### src/hdl/fbic_pkg.sv
// Package for the flash boot image control block: map, opcodes, encodings, carriers
package fbic_pkg;

   // ------------------------------------------------------------
   // Flash layout
   // ------------------------------------------------------------
   localparam logic [23:0] FBIC_FACTORY_IMAGE_REGION  = 24'h000000;
   localparam logic [23:0] FBIC_PROGRAM_CODE_REGION   = 24'h054000;
   localparam logic [23:0] FBIC_SETTINGS_REGION       = 24'h0C0000;
   localparam logic [23:0] FBIC_ALTERNATE_IMAGE_REGION = 24'h0D0000;

   // ------------------------------------------------------------
   // Register byte offsets on the Avalon slave
   // ------------------------------------------------------------
   localparam int          FBIC_ADDR_W      = 6;
   localparam logic [5:0]  FBIC_REG_POINTER = 6'h00;
   localparam logic [5:0]  FBIC_REG_DATA    = 6'h04;
   localparam logic [5:0]  FBIC_REG_WIPE    = 6'h08;
   localparam logic [5:0]  FBIC_REG_SAVE    = 6'h0C;
   localparam logic [5:0]  FBIC_REG_RESTART = 6'h10;
   localparam logic [5:0]  FBIC_REG_STARTUP = 6'h14;
   localparam logic [5:0]  FBIC_REG_IP      = 6'h18;
   localparam logic [5:0]  FBIC_REG_STATION = 6'h1C;
   localparam logic [5:0]  FBIC_REG_STATUS  = 6'h20;

   // ------------------------------------------------------------
   // Status register bits
   // ------------------------------------------------------------
   localparam int FBIC_STAT_BUSY     = 0;
   localparam int FBIC_STAT_REFUSED  = 1;
   localparam int FBIC_STAT_RECOVERY = 2;
   localparam int FBIC_STAT_ACTIVE   = 3;
   localparam int FBIC_STAT_LOADED   = 4;

   // ------------------------------------------------------------
   // Serial flash commands and frame lengths in bits
   // ------------------------------------------------------------
   localparam logic [7:0] FBIC_OPC_WREN  = 8'h06;
   localparam logic [7:0] FBIC_OPC_RDSR  = 8'h05;
   localparam logic [7:0] FBIC_OPC_READ  = 8'h03;
   localparam logic [7:0] FBIC_OPC_PROG  = 8'h02;
   localparam logic [7:0] FBIC_OPC_ERASE = 8'h20;
   localparam logic [5:0] FBIC_BITS_CMD   = 6'h08;
   localparam logic [5:0] FBIC_BITS_POLL  = 6'h10;
   localparam logic [5:0] FBIC_BITS_ERASE = 6'h20;
   localparam logic [5:0] FBIC_BITS_XFER  = 6'h28;
   localparam int         FBIC_WIP_BIT    = 0;
   localparam logic [7:0] FBIC_ERASED_BYTE = 8'hFF;
   localparam logic [7:0] FBIC_SEL_DEPLOY  = 8'h01;
   localparam logic [2:0] FBIC_LAST_SETTING = 3'h4;

   // ------------------------------------------------------------
   // Encodings and carriers
   // ------------------------------------------------------------
   localparam logic FBIC_IMAGE_LOADER = 1'b0;
   localparam logic FBIC_IMAGE_DEPLOY = 1'b1;

   typedef enum logic [2:0] {
      JOB_READ       = 3'b000,
      JOB_PROG       = 3'b001,
      JOB_ERASE      = 3'b010,
      JOB_SAVE_ERASE = 3'b011,
      JOB_SAVE_PROG  = 3'b100,
      JOB_LOAD       = 3'b101,
      JOB_CHECK      = 3'b110
   } fbic_job_type;

   typedef enum logic [2:0] {
      ST_IDLE = 3'b000,
      ST_WREN = 3'b001,
      ST_MAIN = 3'b010,
      ST_POLL = 3'b011,
      ST_NEXT = 3'b100
   } fbic_state_type;

   typedef struct packed {
      logic sclk;
      logic cs_n;
      logic mosi;
   } fbic_spi_out_type;

   typedef struct packed {
      logic        req;
      logic [23:0] addr;
   } fbic_boot_type;

endpackage

### src/hdl/fbic_flash_boot_image_control.sv
// Flash boot image control: serial flash access, settings store and image selection
//
// The Avalon-MM slave port and the address map were chosen for this implementation.
`timescale 1ns/1ps
// ------------------------------------------------------------
// ------------------------------------------------------------
module fbic_flash_boot_image_control
   import fbic_pkg::*;
#(
   parameter int          SPI_DIV            = 2,
   parameter bit          RO_PROTECT         = 1'b0,
   parameter logic [31:0] DEFAULT_IP         = 32'h0A000001,
   parameter logic [31:0] STATION_ID_DEFAULT = 32'h00001234  // Arbitrary value
) (
   input  wire logic                   clk,
   input  wire logic                   reset,
   input  wire logic [FBIC_ADDR_W-1:0] address,
   input  wire logic                   read,
   input  wire logic                   write,
   input  wire logic [31:0]            writedata,
   output logic      [31:0]            readdata,
   output logic                        waitrequest,
   output fbic_spi_out_type            spi_out,
   input  wire logic                   flash_miso,
   input  wire logic                   recovery_button,
   input  wire logic                   running_boot_loader,
   output fbic_boot_type               warm_boot,
   output logic      [31:0]            ip_address_setting,
   output logic                        startup_image_select,
   output logic      [31:0]            hw_station_id,
   output logic                        recovery_mode
);

   // ------------------------------------------------------------
   // Declarations
   // ------------------------------------------------------------
   fbic_state_type state_ff;
   fbic_job_type   job_ff;
   logic [2:0]     idx_ff;
   logic           sent_ff;
   logic           init_ff;
   logic           bus_job_ff;
   logic           resp_ff;
   logic           refused_ff;
   logic           loaded_ff;
   logic [31:0]    readdata_ff;
   logic [23:0]    pointer_ff;
   logic [31:0]    ip_edit_ff;
   logic           sel_edit_ff;
   logic [31:0]    ip_active_ff;
   logic           sel_active_ff;
   logic [31:0]    station_ff;
   logic           recovery_ff;
   fbic_boot_type  boot_ff;
   logic [15:0]    div_ff;
   logic           tick;
   logic           run_ff;
   logic           sclk_ff;
   logic [5:0]     cnt_ff;
   logic [39:0]    tx_ff;
   logic [7:0]     rx_ff;
   logic           frame_go;
   logic           frame_done;
   logic [5:0]     frame_bits;
   logic [39:0]    frame_tx;
   logic [23:0]    job_addr;
   logic [7:0]     job_byte;
   logic           req;
   logic           flash_req;
   logic           bus_start;
   logic           refuse;
   logic           accept;
   logic           job_end;
   fbic_job_type   bus_job;

   // Settings byte layout: byte 0 startup select, bytes 1..4 address big endian
   function automatic logic [7:0] setting_byte(input logic [2:0] i, input logic s,
                                               input logic [31:0] ip);
      logic [7:0] b;
      b = 8'h00;
      unique case (i)
         3'h0: b = {7'h00, s};
         3'h1: b = ip[31:24];
         3'h2: b = ip[23:16];
         3'h3: b = ip[15:8];
         default: b = ip[7:0];
      endcase
      return b;
   endfunction

   function automatic logic is_write_job(input fbic_job_type j);
      return (j == JOB_PROG) || (j == JOB_ERASE) || (j == JOB_SAVE_ERASE)
             || (j == JOB_SAVE_PROG);
   endfunction

   // ------------------------------------------------------------
   // Avalon request decode
   // ------------------------------------------------------------
   assign req         = read | write;
   assign waitrequest = req & ~resp_ff;
   assign accept      = req & resp_ff;
   assign flash_req   = req & ((address == FBIC_REG_DATA)
                        | (write & (address == FBIC_REG_WIPE))
                        | (write & (address == FBIC_REG_SAVE) & writedata[0])
                        | (write & (address == FBIC_REG_RESTART) & writedata[0]));

   always_comb begin
      bus_job = JOB_READ;
      if (address == FBIC_REG_DATA && write) begin
         bus_job = JOB_PROG;
      end else if (address == FBIC_REG_WIPE) begin
         bus_job = JOB_ERASE;
      end else if (address == FBIC_REG_SAVE) begin
         bus_job = JOB_SAVE_ERASE;
      end else if (address == FBIC_REG_RESTART) begin
         bus_job = JOB_CHECK;
      end
   end

   // Protection only when built in; factory and code regions sit below settings
   assign refuse    = RO_PROTECT && (bus_job == JOB_PROG || bus_job == JOB_ERASE)
                      && (pointer_ff < FBIC_SETTINGS_REGION);
   // A flash access starts only from idle, so a running erase or program holds it off
   assign bus_start = flash_req & ~resp_ff & ~bus_job_ff & ~init_ff
                      & (state_ff == ST_IDLE);
   assign job_end   = (state_ff == ST_NEXT) && !(job_ff == JOB_SAVE_ERASE)
                      && !(job_ff == JOB_SAVE_PROG && idx_ff != FBIC_LAST_SETTING)
                      && !(job_ff == JOB_LOAD && idx_ff != FBIC_LAST_SETTING)
                      && !(job_ff == JOB_LOAD && sel_edit_ff && !recovery_ff);

   // ------------------------------------------------------------
   // SPI bit engine
   // ------------------------------------------------------------
   assign tick = (div_ff == 16'(SPI_DIV - 1));

   always_ff @(posedge clk) begin
      if (reset || tick) begin
         div_ff <= 16'h0000;
      end else begin
         div_ff <= div_ff + 16'h0001;
      end
   end

   always_comb begin
      job_addr = pointer_ff;
      job_byte = writedata[7:0];
      if (job_ff == JOB_SAVE_PROG || job_ff == JOB_LOAD) begin
         job_addr = FBIC_SETTINGS_REGION + {21'h000000, idx_ff};
         job_byte = setting_byte(idx_ff, sel_edit_ff, ip_edit_ff);
      end else if (job_ff == JOB_SAVE_ERASE) begin
         job_addr = FBIC_SETTINGS_REGION;
      end else if (job_ff == JOB_CHECK) begin
         job_addr = FBIC_ALTERNATE_IMAGE_REGION;
      end
      frame_bits = FBIC_BITS_XFER;
      frame_tx   = {FBIC_OPC_READ, job_addr, 8'h00};
      if (state_ff == ST_WREN) begin
         frame_bits = FBIC_BITS_CMD;
         frame_tx   = {FBIC_OPC_WREN, 32'h00000000};
      end else if (state_ff == ST_POLL) begin
         frame_bits = FBIC_BITS_POLL;
         frame_tx   = {FBIC_OPC_RDSR, 32'h00000000};
      end else if (job_ff == JOB_ERASE || job_ff == JOB_SAVE_ERASE) begin
         frame_bits = FBIC_BITS_ERASE;
         frame_tx   = {FBIC_OPC_ERASE, job_addr, 8'h00};
      end else if (job_ff == JOB_PROG || job_ff == JOB_SAVE_PROG) begin
         frame_tx   = {FBIC_OPC_PROG, job_addr, job_byte};
      end
   end

   assign frame_go   = (state_ff == ST_WREN || state_ff == ST_MAIN || state_ff == ST_POLL)
                       && !run_ff && !sent_ff;
   assign frame_done = run_ff && tick && sclk_ff && (cnt_ff == 6'h01);

   // Mode 0: data changes on the falling edge, sampled on the rising edge
   always_ff @(posedge clk) begin
      if (reset) begin
         run_ff  <= 1'b0;
         sclk_ff <= 1'b0;
         cnt_ff  <= 6'h00;
         tx_ff   <= 40'h0000000000;
         rx_ff   <= 8'h00;
      end else if (frame_go) begin
         run_ff <= 1'b1;
         cnt_ff <= frame_bits;
         tx_ff  <= frame_tx;
      end else if (run_ff && tick) begin
         if (!sclk_ff) begin
            sclk_ff <= 1'b1;
            rx_ff   <= {rx_ff[6:0], flash_miso};
         end else begin
            sclk_ff <= 1'b0;
            tx_ff   <= {tx_ff[38:0], 1'b0};
            cnt_ff  <= cnt_ff - 6'h01;
            run_ff  <= (cnt_ff != 6'h01);
         end
      end
   end

   assign spi_out = '{sclk: sclk_ff, cs_n: ~run_ff, mosi: tx_ff[39]};

   // ------------------------------------------------------------
   // Job sequencer
   // ------------------------------------------------------------
   always_ff @(posedge clk) begin
      if (reset) begin
         state_ff <= ST_IDLE;
         job_ff   <= JOB_READ;
         idx_ff   <= 3'h0;
         sent_ff  <= 1'b0;
      end else begin
         if (frame_go) begin
            sent_ff <= 1'b1;
         end else if (frame_done) begin
            sent_ff <= 1'b0;
         end
         unique case (state_ff)
            ST_IDLE: begin
               if (init_ff && !recovery_button) begin
                  job_ff   <= JOB_LOAD;
                  idx_ff   <= 3'h0;
                  state_ff <= ST_MAIN;
               end else if (bus_start && !refuse) begin
                  job_ff   <= bus_job;
                  state_ff <= is_write_job(bus_job) ? ST_WREN : ST_MAIN;
               end
            end
            ST_WREN: begin
               if (frame_done) begin
                  state_ff <= ST_MAIN;
               end
            end
            ST_MAIN: begin
               if (frame_done) begin
                  state_ff <= is_write_job(job_ff) ? ST_POLL : ST_NEXT;
               end
            end
            ST_POLL: begin
               // Busy flag in flash keeps the sequencer polling
               if (frame_done && !rx_ff[FBIC_WIP_BIT]) begin
                  state_ff <= ST_NEXT;
               end
            end
            ST_NEXT: begin
               if (job_end) begin
                  state_ff <= ST_IDLE;
               end else if (job_ff == JOB_SAVE_ERASE) begin
                  job_ff   <= JOB_SAVE_PROG;
                  idx_ff   <= 3'h0;
                  state_ff <= ST_WREN;
               end else if (job_ff == JOB_SAVE_PROG) begin
                  idx_ff   <= idx_ff + 3'h1;
                  state_ff <= ST_WREN;
               end else if (idx_ff == FBIC_LAST_SETTING) begin
                  job_ff   <= JOB_CHECK;
                  state_ff <= ST_MAIN;
               end else begin
                  idx_ff   <= idx_ff + 3'h1;
                  state_ff <= ST_MAIN;
               end
            end
            default: state_ff <= ST_IDLE;
         endcase
      end
   end

   // Recovery strap is caught on the first clocked cycle after reset release
   always_ff @(posedge clk) begin
      if (reset) begin
         init_ff     <= 1'b1;
         recovery_ff <= 1'b0;
      end else if (init_ff && state_ff == ST_IDLE) begin
         init_ff     <= 1'b0;
         recovery_ff <= recovery_button;
      end
   end

   // ------------------------------------------------------------
   // Bus answer
   // ------------------------------------------------------------
   always_ff @(posedge clk) begin
      if (reset) begin
         resp_ff    <= 1'b0;
         bus_job_ff <= 1'b0;
         refused_ff <= 1'b0;
      end else begin
         resp_ff <= 1'b0;
         if (bus_start) begin
            bus_job_ff <= ~refuse;
            resp_ff    <= refuse;
            refused_ff <= refuse;
         end else if (req && !flash_req && !resp_ff) begin
            resp_ff <= 1'b1;
         end else if (bus_job_ff && job_end) begin
            bus_job_ff <= 1'b0;
            resp_ff    <= 1'b1;
         end
      end
   end

   always_ff @(posedge clk) begin
      if (reset) begin
         readdata_ff <= 32'h00000000;
      end else if (!resp_ff) begin
         unique case (address)
            FBIC_REG_POINTER: readdata_ff <= {8'h00, pointer_ff};
            FBIC_REG_DATA:    readdata_ff <= {24'h000000, rx_ff};
            FBIC_REG_STARTUP: readdata_ff <= {31'h00000000, sel_edit_ff};
            FBIC_REG_IP:      readdata_ff <= ip_edit_ff;
            FBIC_REG_STATION: readdata_ff <= station_ff;
            FBIC_REG_STATUS:  readdata_ff <= {27'h0000000, loaded_ff, sel_active_ff,
                                              recovery_ff, refused_ff,
                                              (state_ff != ST_IDLE)};
            default:          readdata_ff <= 32'h00000000;
         endcase
      end
   end

   assign readdata = readdata_ff;

   // ------------------------------------------------------------
   // Software registers
   // ------------------------------------------------------------
   always_ff @(posedge clk) begin
      if (reset) begin
         pointer_ff <= FBIC_FACTORY_IMAGE_REGION;
      end else if (accept && write && address == FBIC_REG_POINTER) begin
         pointer_ff <= writedata[23:0];
      end else if (accept && address == FBIC_REG_DATA && !refused_ff) begin
         pointer_ff <= pointer_ff + 24'h000001;
      end
   end

   // Editable settings; the active copies change only by a load after reset
   always_ff @(posedge clk) begin
      if (reset) begin
         ip_edit_ff  <= DEFAULT_IP;
         sel_edit_ff <= FBIC_IMAGE_LOADER;
      end else if (state_ff == ST_NEXT && job_ff == JOB_LOAD) begin
         if (idx_ff == 3'h0) begin
            sel_edit_ff <= (rx_ff == FBIC_SEL_DEPLOY);
         end else begin
            ip_edit_ff <= {ip_edit_ff[23:0], rx_ff};
         end
      end else if (accept && write && address == FBIC_REG_IP) begin
         ip_edit_ff <= writedata;
      end else if (accept && write && address == FBIC_REG_STARTUP) begin
         sel_edit_ff <= writedata[0];
      end
   end

   always_ff @(posedge clk) begin
      if (reset) begin
         ip_active_ff  <= DEFAULT_IP;
         sel_active_ff <= FBIC_IMAGE_LOADER;
         loaded_ff     <= 1'b0;
      end else if (state_ff == ST_NEXT && job_ff == JOB_LOAD
                   && idx_ff == FBIC_LAST_SETTING) begin
         ip_active_ff  <= {ip_edit_ff[23:0], rx_ff};
         sel_active_ff <= sel_edit_ff;
         loaded_ff     <= 1'b1;
      end
   end

   always_ff @(posedge clk) begin
      if (reset) begin
         station_ff <= STATION_ID_DEFAULT;
      end else if (accept && write && address == FBIC_REG_STATION
                   && !running_boot_loader) begin
         station_ff <= writedata;
      end
   end

   // ------------------------------------------------------------
   // Warm boot request
   // ------------------------------------------------------------
   always_ff @(posedge clk) begin
      if (reset) begin
         boot_ff <= '{req: 1'b0, addr: FBIC_FACTORY_IMAGE_REGION};
      end else begin
         boot_ff.req <= 1'b0;
         if (state_ff == ST_NEXT && job_ff == JOB_CHECK) begin
            boot_ff.req  <= 1'b1;
            boot_ff.addr <= (rx_ff == FBIC_ERASED_BYTE) ? FBIC_FACTORY_IMAGE_REGION
                            : FBIC_ALTERNATE_IMAGE_REGION;
         end else if (accept && write && address == FBIC_REG_RESTART && !writedata[0]) begin
            boot_ff.req  <= 1'b1;
            boot_ff.addr <= FBIC_FACTORY_IMAGE_REGION;
         end
      end
   end

   assign warm_boot            = boot_ff;
   assign ip_address_setting   = ip_active_ff;
   assign startup_image_select = sel_active_ff;
   assign hw_station_id        = station_ff;
   assign recovery_mode        = recovery_ff;

endmodule // fbic_flash_boot_image_control

### config.mk
export PLATFORM = sky130hd
export DESIGN_NAME = fbic_flash_boot_image_control
export DESIGN_NICKNAME = d
export VERILOG_FILES = /design/src/hdl/fbic_pkg.sv /design/src/hdl/fbic_flash_boot_image_control.sv
export SDC_FILE = /design/constraint.sdc
export NUM_CORES = 1
export LEC_CHECK = 0
export BUFFER_PORTS_ARGS = -buffer_cell sky130_fd_sc_hd__buf_2
export CAP_MARGIN = 20
export CELL_PAD_IN_SITES_DETAIL_PLACEMENT = 2
export CELL_PAD_IN_SITES_GLOBAL_PLACEMENT = 2
export CORE_UTILIZATION = 32
export CTS_BUF_LIST = sky130_fd_sc_hd__clkbuf_2
export CTS_CLUSTER_DIAMETER = 50
export DETAILED_ROUTE_END_ITERATION = 16
export GPL_ROUTABILITY_DRIVEN = 0
export GPL_TIMING_DRIVEN = 0
export PLACE_DENSITY_LB_ADDON = 0.1
export SYNTH_ARGS = -nofsm -noshare
export SYNTH_HDL_FRONTEND = slang
export SYNTH_SLANG_ARGS = --single-unit
### constraint.sdc
create_clock -name clk -period 3.3 [get_ports clk]
set_input_delay 0.66 -clock clk [delete_from_list [all_inputs] [get_ports clk]]
set_output_delay 0.66 -clock clk [all_outputs]
set_load 0.03 [all_outputs]
==> qor.csv <==
metric;value;unit
Max VDD drop;0.000184;V
maximum fanout along the worst path;10;
hold path startpoint;writedata[5];
most common cell after layout, fill and taps aside;nand2_1;
number of I/O pins;172;
fmax;329;MHz
DR WL/cell;24.4;microns
Highest Signal Layer;met4;
Mean Syn Cell Area;8.06;sq um
dpl ws;-0.374;ns
Worst setup SP type;flop;
Switch Pwr;3.08;mW
1st-iter DRT viols;915;
fin worst setup slack;0.256;ns
CTS Root Cell;clkbuf_2;
count of final setup violators;0;
largest net degree at the start of global routing;11;
Initial DRT Pass Iterations;8;
GRT Total Usage;29.4;%
Tcrit/Tclk final;92.2;%
Post-synth EDFFs;0;
placed insts;2046;
Total Power;8.08;mW
Core Box Area;34900;sq um
DR WL met3;3.69;mm
clock tree from TritonCTS;done;
Hold Crit Depth;3;
Synth cell types;76;
final std cells w/o fill;2204;
clk slew on worst S/H paths;0.10;ns
outcome;completed;
sequential area share after synthesis;42.5;%
die height;191;microns
R2R setup slack;0.26;ns
TritonCTS Buffers;71;
R2R depth;7;
CTS max path bufs;3;
vias in the first global route;12900;
Synth Warn #;0;
Static Leakage;5.31;nW
clk_lat worst skew;1.00;ns
slew at the pin closest to its max-slew limit;1.01;ns
GRT overflow;0;
WP data required;4.17;ns
metal1 wirelength;24.0;mm
row count;68;
first-pass GRT wire length;80.1;mm
# DRC;0;
Setup Crit Path Kind;reg2reg;
final WL;53.9;mm
top cells by area, synth;dfxtp_1, nand2_1, nor2_1;
Via-to-Cell Ratio;5.72;
post-route ant nets;0;
Yosys reg bits;243;
Cell Pwr Density;584;nW/um^2
Arr. time, crit path;3.92;ns
initial antenna violation count;1;
Combinational Power Share;27.7;%
Hold/Removal Path Class;in2reg;
I/O Buffers;149;
most frequent cells in the layout;nand2_1, dfxtp_1, nor2_1;
register share of total power;41.9;%
CTS H-tree lvls;3;
async set-reset flop share out of synthesis;0;%
final core occ;39.7;%
Die X;191;microns
hold endpoint;hw_station_id[5];
WL met2;24.6;mm
Max Cap Viol;0;
die area;36600;sq um
routed via count;12600;
sw frac;38.2;%
Nets;1753;
Fin. Hold Viols;0;
share of post-route cells with drive strength above 1;18.2;%
CTS sink count;243;
relative slew slack;32.8;%
CP Capture Type;flop;
Synth area leader;dfxtp_1;
r2r endpoint;ip_address_setting[8];
Synth top area share;42.5;%
clock share of power;30.4;%
initial core utilization;32.8;%
final setup TNS;0;ns
Mapped Cells;1422;
Main synth FF type;dfxtp_1;
post-layout min period;3.04;ns
Pins Over Slew Limit;0;
Detailed Place HPWL;40.1;mm
Int Pwr;5.00;mW
Reg-to-Reg Start;state_ff[0];
post-route clock skew;0.117;ns
Cell Area, Synth;11500;sq um
area delta synth->final;20.7;%
RSZ-0062 raised after global routing;false;
sequential cells by signal (all words and copies together), names as in the netlist, 6 cells and up:
register,cells
ip_address_setting,32
rx_ff,8
hw_station_id,32
cnt_ff,6
readdata,32
ip_edit_ff,32
tx_ff,40
div_ff,16
pointer_ff,24
power groups by stage:
stage | Sequential [mW] | Combinational [mW] | Clock, mW
floorplan | 3.39 | 1.51 | 0
global placement | 3.44 | 2.12 | 0
detailed placement | 3.45 | 2.17 | 0
CTS | 3.38 | 2.22 | 2.53
global route | 3.42 | 2.45 | 2.67
finish | 3.39 | 2.24 | 2.46
final cells by class:
type	count	area, sq um
clock inverters	12	97.6
fillers	4135	21000
flip-flops and latches	243	4860
repair buffers	183	1080
clock buffers	110	551
well taps	455	569
multi-input cells	1048	5970
diodes	2	5.00
plain buffers	135	638
inverters	16	60.1
what timing repair did:
| item | 4_1_cts | 5_1_grt |
|---|---|---|
| resized for setup | 1 | 0 |
| endpoints found under the setup margin | 1 | 0 |
| setup buffers | 0 | 0 |
| hold endpoints to repair | 68 | 0 |
| hold buffers | 32 | 0 |
metal layers:
layer | track usage (%) | vias up
li1 | - | 5682
met1 | 39.3 | 6335
met2 | 47.0 | 489
met3 | 5.10 | 98
met4 | 11.5 | 0
met5 | 0 | -
worst max-delay path by stage:
stage           startpoint               endpoint  slack [ns]  cells past startpoint
2_1_floorplan   address[5]         ip_edit_ff[17]        0.65                      8
3_3_place_gp    address[5]            readdata[5]       -0.24                      7
3_5_place_dp    address[5]            readdata[5]       -0.37                      7
4_1_cts          div_ff[0]               tx_ff[7]        0.05                      7
5_1_grt        state_ff[0]  ip_address_setting[9]        0.03                      7
6_report       state_ff[0]  ip_address_setting[8]        0.26                      7
through the flow:
step	cell area, sq um	hold WS (ns)
4_1_cts	13800	0.00595
3_3_place_gp	12800	0.443
3_5_place_dp	12800	0.449
5_1_grt	13800	0.0321
6_report	13800	0.0632
2_1_floorplan	11500	0.433
critical path, cell delays in order, from the launching register on:
cell,delay (ns)
dfxtp_1,0.30
clkbuf_1,0.16
nor3b_2,0.52
nand3_1,0.57
nor2_1,0.62
clkbuf_1,0.51
nand2_1,0.18
a21oi_1,0.16
synthesized netlist by cell type, types with 3 or more instances:
| library cell | number |
|---|---|
| nand2_1 | 266 |
| dfxtp_1 | 243 |
| nor2_1 | 164 |
| a21oi_1 | 99 |
| clkbuf_1 | 94 |
| o21ai_0 | 38 |
| nor3_1 | 36 |
| nand3_1 | 33 |
| a311oi_1 | 31 |
| a211oi_1 | 27 |
| a2bb2oi_1 | 26 |
| buf_4 | 26 |
| a222oi_1 | 24 |
| nand4_1 | 24 |
| a221oi_1 | 20 |
| xor2_1 | 19 |
| and3_1 | 17 |
| inv_1 | 16 |
| a221o_1 | 13 |
| a22oi_1 | 13 |
| a31oi_1 | 13 |
| nor2b_1 | 13 |
| or3_1 | 12 |
| mux2i_1 | 11 |
| o211ai_1 | 11 |
| ha_1 | 10 |
| and2_1 | 8 |
| buf_2 | 8 |
| or4_1 | 8 |
| xnor2_1 | 8 |
| a21o_1 | 6 |
| a32oi_1 | 5 |
| and4_1 | 5 |
| nor4_1 | 5 |
| a41o_1 | 4 |
| buf_1 | 4 |
| nand2b_1 | 4 |
| nand3b_1 | 4 |
| nand4b_1 | 4 |
| a41oi_1 | 3 |
| buf_6 | 3 |
| o21a_1 | 3 |
cell families (layout without fill, tap and decap cells):
logic type,Yosys count,count (layout),synth area share [%]
muxes,13,13,1.26
other,1,23,0.0327
adders and majority gates,10,10,1.09
buffers and inverters,151,456,6.08
and+or+nand+nor,622,622,24.8
AOI/OAI and AO/OA,355,355,22.3
xor gates and xnor gates,27,27,2.06
DFF,243,243,42.5
Power figures use the tool's default switching activity.
